--- config.mk ---
export PLATFORM = sky130hd
export DESIGN_NAME = gprr_responder
export DESIGN_NICKNAME = d
export VERILOG_FILES = /design/src/hdl/gprr_float_cmp.v /design/src/hdl/gprr_tx_ser.v /design/src/hdl/gprr_responder.v
export VERILOG_INCLUDE_DIRS = /design/src /design/src/hdl
export SDC_FILE = /design/constraint.sdc
export NUM_CORES = 2
export LEC_CHECK = 0
export BUFFER_PORTS_ARGS = -buffer_cell sky130_fd_sc_hd__buf_2
export CAP_MARGIN = 20
export CORE_UTILIZATION = 35
export CTS_CLUSTER_SIZE = 25
export DETAILED_ROUTE_END_ITERATION = 7
export PLACE_DENSITY = 0.57
export RECOVER_POWER = 100
export SLEW_MARGIN = 15
export SYNTH_ARGS = -nofsm -noshare
export SYNTH_HDL_FRONTEND = slang
export SYNTH_SLANG_ARGS = --single-unit
--- constraint.sdc ---
create_clock -name i_clk -period 6.21 [get_ports i_clk]
set_input_delay 1.242 -clock i_clk [delete_from_list [all_inputs] [get_ports i_clk]]
set_output_delay 1.242 -clock i_clk [all_outputs]
set_load 0.01 [all_outputs]
--- src/hdl/gprr_consts.vh ---
// constants for the gps report packet responder
`ifndef GPRR_CONSTS_VH
`define GPRR_CONSTS_VH
// axi4-lite register byte offsets
`define GPRR_REG_CMD 8'h00
`define GPRR_REG_STATUS 8'h04
`define GPRR_REG_DYN 8'h08
`define GPRR_REG_ELEV 8'h0c
`define GPRR_REG_SIGL 8'h10
`define GPRR_REG_PDOP 8'h14
`define GPRR_REG_SWITCH 8'h18
`define GPRR_REG_OPTIONS 8'h1c
`define GPRR_REG_TIME 8'h20
`define GPRR_REG_OSC 8'h24
`define GPRR_REG_BIAS 8'h28
`define GPRR_REG_RATE 8'h2c
`define GPRR_REG_TFIX 8'h30
`define GPRR_REG_FIX 8'h34
// packet identifiers
`define GPRR_Q_PARAMS 8'h2c
`define GPRR_Q_OSC 8'h2d
`define GPRR_Q_SETTIME 8'h2e
`define GPRR_Q_OPTIONS 8'h35
`define GPRR_R_PARAMS 8'h4c
`define GPRR_R_OSC 8'h4d
`define GPRR_R_SETTIME 8'h4e
`define GPRR_R_ONESAT 8'h54
`define GPRR_R_OPTIONS 8'h55
`define GPRR_R_LLA_S 8'h4a
`define GPRR_R_LLA_D 8'h84
`define GPRR_R_SUPER 8'h8f
`define GPRR_R_SUPER_ASC 8'h8e
`define GPRR_SUB_BIN 8'h02
`define GPRR_SUB_ASCII 8'h01
// dynamics codes
`define GPRR_DYN_KEEP 8'h00
`define GPRR_DYN_LAND 8'h01
`define GPRR_DYN_SEA 8'h02
`define GPRR_DYN_AIR 8'h03
`define GPRR_DYN_STATIC 8'h04
// reset values (ieee single), options reset byte and used-bit mask
`define GPRR_ELEV_RST 32'h3e32ca58
`define GPRR_SIGL_RST 32'h40c00000
`define GPRR_PDOP_RST 32'h41400000
`define GPRR_SWITCH_RST 32'h41000000
`define GPRR_OPT_RST 8'h01
`define GPRR_OPT_USED 8'h7f
// option bit positions
`define GPRR_OPT_ECEF 0
`define GPRR_OPT_LLA 1
`define GPRR_OPT_PREC 4
`define GPRR_OPT_SUPER 5
`define GPRR_OPT_ASCII 6
// answer bytes and minimum satellite count
`define GPRR_ASCII_Y 8'h59
`define GPRR_ASCII_N 8'h4e
`define GPRR_MIN_SATS 4'h4
`endif

--- src/hdl/gprr_float_cmp.v ---
// ieee single comparison: sign test and a <= b for positive values
`timescale 1ns/1ns
module gprr_float_cmp
(
   input wire [31:0] i_a,   // first operand
   input wire [31:0] i_b,   // second operand
   output wire o_a_neg,     // a has its sign bit set
   output wire o_a_le_b     // a not greater than b, both positive
);
   // positive floats order as unsigned integers
   assign o_a_neg = i_a[31];
   assign o_a_le_b = (!i_a[31]) && (!i_b[31]) && (i_a[30:0] <= i_b[30:0]);
endmodule

--- src/hdl/gprr_tx_ser.v ---
// byte serialiser for one outgoing report packet
`timescale 1ns/1ns
module gprr_tx_ser
#(
   parameter MAXB = 18
)
(
   input wire i_clk,               // system clock
   input wire i_rst,               // synchronous reset, high
   input wire i_load,              // start a packet
   input wire [8*MAXB-1:0] i_data, // bytes, byte 0 in low bits
   input wire [4:0] i_len,         // byte count
   output wire o_busy,             // packet in progress
   output reg o_valid,             // byte valid
   output reg [7:0] o_byte,        // byte out
   output reg o_last,              // last byte of packet
   input wire i_ready              // sink takes byte
);
   reg [8*MAXB-1:0] buf_q;
   reg [4:0] left;
   assign o_busy = o_valid;
   // shift out one byte per accepted handshake
   always @(posedge i_clk)
   begin
      if (i_rst)
      begin
         buf_q <= {8*MAXB{1'b0}};
         left <= 5'h00;
         o_valid <= 1'b0;
         o_byte <= 8'h00;
         o_last <= 1'b0;
      end
      else if (i_load && !o_valid)
      begin
         buf_q <= i_data >> 8;
         o_byte <= i_data[7:0];
         left <= i_len - 5'h01;
         o_valid <= 1'b1;
         o_last <= (i_len == 5'h01);
      end
      else if (o_valid && i_ready)
      begin
         if (left == 5'h00)
         begin
            o_valid <= 1'b0;
            o_last <= 1'b0;
         end
         else
         begin
            o_byte <= buf_q[7:0];
            buf_q <= buf_q >> 8;
            left <= left - 5'h01;
            o_last <= (left == 5'h01);
         end
      end
   end
endmodule

--- src/hdl/gprr_responder.v ---
// report packet responder with axi4-lite registers and byte stream out
//
// Decided for this implementation: the AXI4-Lite slave port and the placing of the registers.
`timescale 1ns/1ns
`include "gprr_consts.vh"
module gprr_responder
(
   input wire i_clk,            // 50 mhz clock
   input wire i_rst,            // synchronous reset, high
   input wire [7:0] s_axi_awaddr,  // write address
   input wire s_axi_awvalid,    // write address valid
   output wire s_axi_awready,   // write address ready
   input wire [31:0] s_axi_wdata,  // write data
   input wire [3:0] s_axi_wstrb,   // write strobes
   input wire s_axi_wvalid,     // write data valid
   output wire s_axi_wready,    // write data ready
   output reg [1:0] s_axi_bresp,   // write response
   output reg s_axi_bvalid,     // write response valid
   input wire s_axi_bready,     // write response ready
   input wire [7:0] s_axi_araddr,  // read address
   input wire s_axi_arvalid,    // read address valid
   output wire s_axi_arready,   // read address ready
   output reg [31:0] s_axi_rdata,  // read data
   output reg [1:0] s_axi_rresp,   // read response
   output reg s_axi_rvalid,     // read data valid
   input wire s_axi_rready,     // read data ready
   input wire i_bbram_valid,    // battery-backed copy present
   input wire [31:0] i_bb_elev, // stored elevation mask
   input wire [31:0] i_bb_sigl, // stored signal mask
   input wire [31:0] i_bb_pdop, // stored pdop mask
   input wire [31:0] i_bb_sw,   // stored pdop switch
   input wire [7:0] i_bb_dyn,   // stored dynamics code
   output reg o_bb_we,          // write parameters to backup
   output wire [135:0] o_bb_data, // parameter image for backup
   output wire o_tx_valid,      // report byte valid
   output wire [7:0] o_tx_byte, // report byte
   output wire o_tx_last,       // last byte of report
   input wire i_tx_ready,       // host handler takes byte
   output reg o_fix_3d,         // 3-d fix allowed
   output reg [31:0] o_pps_corr, // bias applied to one pps
   output reg o_time_adopted    // host time adopted
);
   // parameter state
   reg [7:0] dyn;
   reg [31:0] elev;
   reg [31:0] sigl;
   reg [31:0] pdop;
   reg [31:0] pswitch;
   reg [7:0] options;
   reg [31:0] host_time;
   reg [31:0] osc;
   reg [31:0] bias;
   reg [31:0] rate;
   reg [31:0] tfix;
   reg [31:0] fix_pdop;
   reg [3:0] n_sats;
   reg sat_time_seen;
   reg one_sat;
   reg fix_event;
   reg [7:0] cmd_id;
   reg cmd_pend;
   reg restored;
   // axi write path
   reg aw_got;
   reg w_got;
   reg [7:0] aw_addr;
   reg [31:0] w_data;
   reg [3:0] w_strb;
   wire wr_go;
   wire [31:0] wr_word;
   // serialiser
   reg ld;
   reg [143:0] ld_data;
   reg [4:0] ld_len;
   wire ser_busy;
   wire elev_neg;
   wire sigl_neg;
   wire pdop_neg;
   wire sw_neg;
   wire pdop_ok;
   wire unused_le;
   wire unused_n;

   // merge byte strobes into the old value
   function [31:0] merge;
      input [31:0] old;
      input [31:0] nw;
      input [3:0] st;
      begin
         merge = {st[3] ? nw[31:24] : old[31:24],
                  st[2] ? nw[23:16] : old[23:16],
                  st[1] ? nw[15:8] : old[15:8],
                  st[0] ? nw[7:0] : old[7:0]};
      end
   endfunction

   gprr_float_cmp u_c_elev (.i_a(wr_word), .i_b(32'h00000000),
      .o_a_neg(elev_neg), .o_a_le_b());
   assign sigl_neg = elev_neg;
   assign pdop_neg = elev_neg;
   assign sw_neg = elev_neg;
   gprr_float_cmp u_c_pdop (.i_a(fix_pdop), .i_b(pdop),
      .o_a_neg(unused_n), .o_a_le_b(pdop_ok));
   assign unused_le = unused_n;

   // axi handshake: accept address and data in either order
   assign s_axi_awready = !aw_got && !s_axi_bvalid;
   assign s_axi_wready = !w_got && !s_axi_bvalid;
   assign s_axi_arready = !s_axi_rvalid;
   assign wr_go = aw_got && w_got && !s_axi_bvalid;
   assign wr_word = w_data;
   assign o_bb_data = {dyn, elev, sigl, pdop, pswitch};

   always @(posedge i_clk)
   begin
      if (i_rst)
      begin
         aw_got <= 1'b0;
         w_got <= 1'b0;
         aw_addr <= 8'h00;
         w_data <= 32'h00000000;
         w_strb <= 4'h0;
         s_axi_bvalid <= 1'b0;
         s_axi_bresp <= 2'b00;
      end
      else
      begin
         if (s_axi_awvalid && s_axi_awready)
         begin
            aw_got <= 1'b1;
            aw_addr <= s_axi_awaddr;
         end
         if (s_axi_wvalid && s_axi_wready)
         begin
            w_got <= 1'b1;
            w_data <= s_axi_wdata;
            w_strb <= s_axi_wstrb;
         end
         if (wr_go)
         begin
            aw_got <= 1'b0;
            w_got <= 1'b0;
            s_axi_bvalid <= 1'b1;
            s_axi_bresp <= (aw_addr[7:2] > `GPRR_REG_FIX >> 2) ?
               2'b10 : 2'b00;
         end
         else if (s_axi_bvalid && s_axi_bready)
            s_axi_bvalid <= 1'b0;
      end
   end

   // register writes and parameter updates
   always @(posedge i_clk)
   begin
      if (i_rst)
      begin
         dyn <= `GPRR_DYN_AIR;
         elev <= `GPRR_ELEV_RST;
         sigl <= `GPRR_SIGL_RST;
         pdop <= `GPRR_PDOP_RST;
         pswitch <= `GPRR_SWITCH_RST;
         options <= `GPRR_OPT_RST;
         host_time <= 32'h00000000;
         osc <= 32'h00000000;
         bias <= 32'h00000000;
         rate <= 32'h00000000;
         tfix <= 32'h00000000;
         fix_pdop <= 32'h00000000;
         n_sats <= 4'h0;
         sat_time_seen <= 1'b0;
         one_sat <= 1'b0;
         fix_event <= 1'b0;
         cmd_id <= 8'h00;
         cmd_pend <= 1'b0;
         o_bb_we <= 1'b0;
         restored <= 1'b0;
         o_time_adopted <= 1'b0;
      end
      else
      begin
         o_bb_we <= 1'b0;
         fix_event <= 1'b0;
         if (!restored)
         begin
            restored <= 1'b1;
            if (i_bbram_valid)
            begin
               dyn <= i_bb_dyn;
               elev <= i_bb_elev;
               sigl <= i_bb_sigl;
               pdop <= i_bb_pdop;
               pswitch <= i_bb_sw;
            end
         end
         if (cmd_pend && !ser_busy && !ld)
            cmd_pend <= 1'b0;
         if (wr_go)
         begin
            case (aw_addr)
               `GPRR_REG_CMD:
               begin
                  cmd_id <= wr_word[7:0];
                  cmd_pend <= 1'b1;
                  if (wr_word[7:0] == `GPRR_Q_SETTIME && !sat_time_seen)
                     o_time_adopted <= 1'b1;
               end
               `GPRR_REG_STATUS:
               begin
                  sat_time_seen <= wr_word[0];
                  one_sat <= wr_word[1];
                  n_sats <= wr_word[7:4];
                  fix_event <= wr_word[8];
               end
               `GPRR_REG_DYN:
                  if (wr_word[7:0] != `GPRR_DYN_KEEP &&
                      wr_word[7:0] <= `GPRR_DYN_STATIC)
                  begin
                     dyn <= wr_word[7:0];
                     o_bb_we <= 1'b1;
                  end
               `GPRR_REG_ELEV:
                  if (!elev_neg)
                  begin
                     elev <= merge(elev, wr_word, w_strb);
                     o_bb_we <= 1'b1;
                  end
               `GPRR_REG_SIGL:
                  if (!sigl_neg)
                  begin
                     sigl <= merge(sigl, wr_word, w_strb);
                     o_bb_we <= 1'b1;
                  end
               `GPRR_REG_PDOP:
                  if (!pdop_neg)
                  begin
                     pdop <= merge(pdop, wr_word, w_strb);
                     o_bb_we <= 1'b1;
                  end
               `GPRR_REG_SWITCH:
                  if (!sw_neg)
                  begin
                     pswitch <= merge(pswitch, wr_word, w_strb);
                     o_bb_we <= 1'b1;
                  end
               `GPRR_REG_OPTIONS:
                  if (w_strb[0])
                     options <= wr_word[7:0] & `GPRR_OPT_USED;
               `GPRR_REG_TIME:
                  host_time <= merge(host_time, wr_word, w_strb);
               `GPRR_REG_OSC:
                  osc <= merge(osc, wr_word, w_strb);
               `GPRR_REG_BIAS:
                  bias <= merge(bias, wr_word, w_strb);
               `GPRR_REG_RATE:
                  rate <= merge(rate, wr_word, w_strb);
               `GPRR_REG_TFIX:
                  tfix <= merge(tfix, wr_word, w_strb);
               `GPRR_REG_FIX:
                  fix_pdop <= merge(fix_pdop, wr_word, w_strb);
               default:
                  cmd_pend <= cmd_pend;
            endcase
         end
      end
   end

   // fix mode and one-pps correction
   always @(posedge i_clk)
   begin
      if (i_rst)
      begin
         o_fix_3d <= 1'b0;
         o_pps_corr <= 32'h00000000;
      end
      else
      begin
         o_fix_3d <= (n_sats >= `GPRR_MIN_SATS) && pdop_ok;
         if (fix_event && one_sat)
            o_pps_corr <= bias;
      end
   end

   // build the report for a query or a fix event
   always @(posedge i_clk)
   begin
      if (i_rst)
      begin
         ld <= 1'b0;
         ld_data <= 144'h0;
         ld_len <= 5'h00;
      end
      else if (ld)
         ld <= 1'b0;
      else if (!ser_busy && cmd_pend)
      begin
         ld <= 1'b1;
         case (cmd_id)
            `GPRR_Q_PARAMS:
            begin
               ld_data <= {pswitch, pdop, sigl, elev, dyn,
                           `GPRR_R_PARAMS};
               ld_len <= 5'h12;
            end
            `GPRR_Q_OSC:
            begin
               ld_data <= {104'h0, osc, `GPRR_R_OSC};
               ld_len <= 5'h05;
            end
            `GPRR_Q_SETTIME:
            begin
               ld_data <= {128'h0, (sat_time_seen ? `GPRR_ASCII_N :
                           `GPRR_ASCII_Y), `GPRR_R_SETTIME};
               ld_len <= 5'h02;
            end
            `GPRR_Q_OPTIONS:
            begin
               ld_data <= {128'h0, options, `GPRR_R_OPTIONS};
               ld_len <= 5'h02;
            end
            default:
               ld <= 1'b0;
         endcase
      end
      else if (!ser_busy && fix_event)
      begin
         ld <= 1'b1;
         if (one_sat)
         begin
            ld_data <= {40'h0, tfix, rate, bias, `GPRR_R_ONESAT};
            ld_len <= 5'h0d;
         end
         else if (options[`GPRR_OPT_SUPER])
         begin
            ld_data <= {128'h0, options[`GPRR_OPT_ASCII] ? {`GPRR_SUB_ASCII,
               `GPRR_R_SUPER_ASC} : {`GPRR_SUB_BIN, `GPRR_R_SUPER}};
            ld_len <= 5'h02;
         end
         else if (options[`GPRR_OPT_LLA])
         begin
            ld_data <= {136'h0, options[`GPRR_OPT_PREC] ?
               `GPRR_R_LLA_D : `GPRR_R_LLA_S};
            ld_len <= 5'h01;
         end
         else
            ld <= 1'b0;
      end
   end

   gprr_tx_ser #(.MAXB(18)) u_ser (
      .i_clk(i_clk),
      .i_rst(i_rst),
      .i_load(ld),
      .i_data(ld_data),
      .i_len(ld_len),
      .o_busy(ser_busy),
      .o_valid(o_tx_valid),
      .o_byte(o_tx_byte),
      .o_last(o_tx_last),
      .i_ready(i_tx_ready)
   );

   // axi read path, one cycle latency
   always @(posedge i_clk)
   begin
      if (i_rst)
      begin
         s_axi_rvalid <= 1'b0;
         s_axi_rdata <= 32'h00000000;
         s_axi_rresp <= 2'b00;
      end
      else if (s_axi_arvalid && s_axi_arready)
      begin
         s_axi_rvalid <= 1'b1;
         s_axi_rresp <= 2'b00;
         case (s_axi_araddr)
            `GPRR_REG_CMD: s_axi_rdata <= {23'h0, cmd_pend, cmd_id};
            `GPRR_REG_STATUS: s_axi_rdata <= {21'h0, o_time_adopted,
               o_fix_3d, ser_busy, n_sats, 2'b00, one_sat, sat_time_seen};
            `GPRR_REG_DYN: s_axi_rdata <= {24'h0, dyn};
            `GPRR_REG_ELEV: s_axi_rdata <= elev;
            `GPRR_REG_SIGL: s_axi_rdata <= sigl;
            `GPRR_REG_PDOP: s_axi_rdata <= pdop;
            `GPRR_REG_SWITCH: s_axi_rdata <= pswitch;
            `GPRR_REG_OPTIONS: s_axi_rdata <= {24'h0, options};
            `GPRR_REG_TIME: s_axi_rdata <= host_time;
            `GPRR_REG_OSC: s_axi_rdata <= osc;
            `GPRR_REG_BIAS: s_axi_rdata <= bias;
            `GPRR_REG_RATE: s_axi_rdata <= rate;
            `GPRR_REG_TFIX: s_axi_rdata <= tfix;
            `GPRR_REG_FIX: s_axi_rdata <= fix_pdop;
            default:
            begin
               s_axi_rdata <= 32'h00000000;
               s_axi_rresp <= 2'b10;
            end
         endcase
      end
      else if (s_axi_rvalid && s_axi_rready)
         s_axi_rvalid <= 1'b0;
   end
endmodule

==> out/metrics.csv <==
stage,metric,value,unit
worst_setup_path,r2r startpoint,cmd_id[5],
synth,synth unique cells,76,
detailed_routing,DRC violations left,57,
worst_setup_path,CP required,6590,ps
synth,post-synth top area share,44.9,%
hold_path,hold endpoint,ld_data[139],
timing,Max Freq,0.210,GHz
finish,Reg with most FFs,ld_data,
clock_tree,CTS Buf Count,88,
timing,worst slew pin tran,4300,ps
die,die extent in y,315,um
finish,final instance area,39500,um^2
timing,sum of negative setup slack,0,ps
global_routing,Tot GR Track Use,36.3,%
placed_design,post-DP HPWL,134000,um
hold_path,Hold Path Class,reg2reg,
finish,NumNets Final,4714,
worst_setup_path,crit path DAT,5140,ps
synth,#FFs+latches synth,769,
synth,warnings from Yosys,0,
power_and_ir_drop,P_sw,3.13,mW
timing,period utilization,76.7,%
synth,Post-synth EDFFs,0,
worst_setup_path,worst r2r path cells,6,
global_routing,first-pass GRT wire length,257000,um
power_and_ir_drop,Seq pwr share,46.7,%
detailed_routing,DR WL/cell,31.9,um
finish,# fillers,10200,
run_status,failing checks,"design-rule violations, max-capacitance violations, max-slew violations",
finish,Area Overhead vs Synth,15.2,%
global_routing,largest net degree at the start of global routing,201,
clock_tree,Clock Latency Late Sink,690,ps
synth,"count leader, synth",nand2_1,
timing,max_slew headroom,-186,%
placed_design,gp weighted congestion,1.02,
timing,Final Skew,45.1,ps
detailed_routing,WL final,186000,um
die,Core Area,96900,um^2
worst_setup_path,Worst setup EP type,register,
synth,"top cells by area, synth","dfxtp_1, nand2_1, a21oi_1, nor2_1, nand3_1",
global_routing,total grt overflow,0,
synth,Avg Synthesized Cell Area,7.98,um^2
synth,top_reg_cell synth,dfxtp_1,
die,Total Die Area,99300,um^2
hold_path,Min-Delay Startpoint,ld_data[139],
power_and_ir_drop,Pwr Density,288,nW/um^2
clock_tree,post_cts resized,0,
clock_tree,Max Buffers Root-to-Sink,3,
detailed_routing,DRT Pass-1 Iters,8,
worst_setup_path,"Max FO, Critical Path",57,
clock_tree,hold buffer count at cts,0,
finish,share of cells above drive strength 1,10.1,%
timing,endpoints failing hold,0,
synth,Post-Syn Instances,4300,
detailed_routing,antenna-violating nets left,0,
clock_tree,"CTS clk-pin slew, worst paths",60,ps
detailed_routing,vias,36300,
worst_setup_path,Critical R2R Capture,ld_data[100],
power_and_ir_drop,internal power,8.26,mW
die,Top Ports,419,
die,# rows,114,
power_and_ir_drop,Switching Fraction,27.5,%
flow_run,MaxCap Viol Count,15,
die,Die X,315,um
worst_setup_path,startpoint class of the critical path,register,
detailed_routing,initial DRC count,5196,
clock_tree,CTS tree,yes,
hold_path,Hold Path Cell Cnt,2,
detailed_routing,vias per cell,6.22,
synth,Syn Std Cell Area,34300,um^2
placed_design,PortBufs,416,
worst_setup_path,reg2reg setup slack,1450,ps
synth,post-synth top area cell,dfxtp_1,
timing,final worst setup slack,1450,ps
timing,Final Max Tran Viols,1143,
power_and_ir_drop,leak pwr,13.4,nW
clock_tree,Clock Sinks,769,
power_and_ir_drop,Max IR drop VDD,0.208,mV
synth,asr flop ratio synth,0,%
placed_design,DP Area,37300,um^2
finish,biggest regs,"ld_data x143, u_ser.buf_q x136",
finish,max reg flops,143,
die,Starting Density,35.4,%
synth,sequential share of the synthesized area,44.9,%
power_and_ir_drop,Logic pwr share,6.8,%
placed_design,dpl ws,1760,ps
clock_tree,Max H-tree Level,3,
global_routing,vias in the first global route,33000,
worst_setup_path,WS Path Type,reg2reg,
run_status,outcome,finished with violations,
clock_tree,clock root cell,clkbuf_16,
timing,Final Critical Period,4760,ps
power_and_ir_drop,Clk pwr share,46.5,%
global_routing,initial antenna violation count,25,
timing,final setup vio count,0,
synth,commonest cells in the netlist,"nand2_1, dfxtp_1, nor2_1, a21oi_1, clkbuf_1",
timing,unrepaired setup endpoints after global routing,no,
clock_tree,Post-CTS Setup Inserts,0,
[metrics by stage]
step / instances / utilization [%] / hold slack (ps) / total power, mW
5_1_grt: 5821 / 40.8 / 465 / 11.6
4_1_cts: 5819 / 41.4 / 451 / 11.4
2_1_floorplan: 4301 / - / 432 / 5.62
3_3_place_gp: 5665 / 38.5 / 439 / 6.18
3_5_place_dp: 5665 / 38.5 / 444 / 6.18
6_report: 5832 / 40.8 / 449 / 11.4
[critical path, cell delays in order (launching register included)]
cell	delay, ps
dfxtp_1	430
nand2_1	70
a2111oi_0	380
a31oi_1	220
nand2b_1	1500
a221oi_1	1700
nor3_1	110
[power groups by stage]
stage / Combinational [mW] / Clock, mW / Sequential (mW)
finish: 0.779 / 5.29 / 5.31
global route: 0.812 / 5.53 / 5.29
CTS: 0.790 / 5.33 / 5.29
detailed placement: 0.787 / 0 / 5.40
global placement: 0.784 / 0 / 5.40
floorplan: 0.405 / 0 / 5.21
[routing by layer]
metal	track usage, %	part of all wire, %	vias to the layer above
met2	51.5	41	2137
li1	-	-	15900
met3	9.40	12	484
met1	48.9	40	17800
met5	0	0.070	-
met4	21.8	7.0	18
[worst max-delay path by stage]
stage / from / slack, ps / end / cells past startpoint
after floorplan: s_axi_araddr[4] / 3230 / s_axi_rdata[1] / 6
after global placement: s_axi_araddr[4] / 1830 / s_axi_rdata[10] / 7
after detailed placement: s_axi_araddr[4] / 1760 / s_axi_rdata[10] / 7
after CTS: s_axi_araddr[4] / 2430 / s_axi_rdata[10] / 7
after global routing: i_tx_ready / 1200 / u_ser.left[0] / 8
final: cmd_id[5] / 1450 / ld_data[100] / 6
[cell families after synthesis]
family | after synthesis | share of synthesized area (%)
simple gates | 1883 | 23.8
compound gates | 1088 | 22.6
flops | 769 | 44.9
buf+inv | 459 | 5.39
mux | 57 | 1.79
fa+ha+maj | 36 | 1.31
xor+xnor | 7 | 0.179
other cells | 1 | 0.0109
[final cells by class]
cell class                      instances  area (um^2)  share of cell area [%]
Multi-Input combinational cell       3073        17000                    43.0
Antenna cell                           11         27.5                  0.0696
Inverter                               39          146                   0.370
Clock inverter                         33          465                    1.18
Timing Repair Buffer                  510         2500                    6.32
Sequential cell                       769        15400                    39.0
Clock buffer                          121         2410                    6.09
Tap cell                             1276         1600                    4.04
[placed cells by master (no fill, tap or decap), drive strengths merged, types with 81 or more instances in the layout]
master,instances
a22oi,94
dfxtp,769
nor2,460
buf,274
a221oi,81
nand3,272
nand2,816
a21oi,401
a2111oi,109
nor3,198
a311oi,131
clkbuf,357
Note: power is estimated with default switching activity, not from simulation.
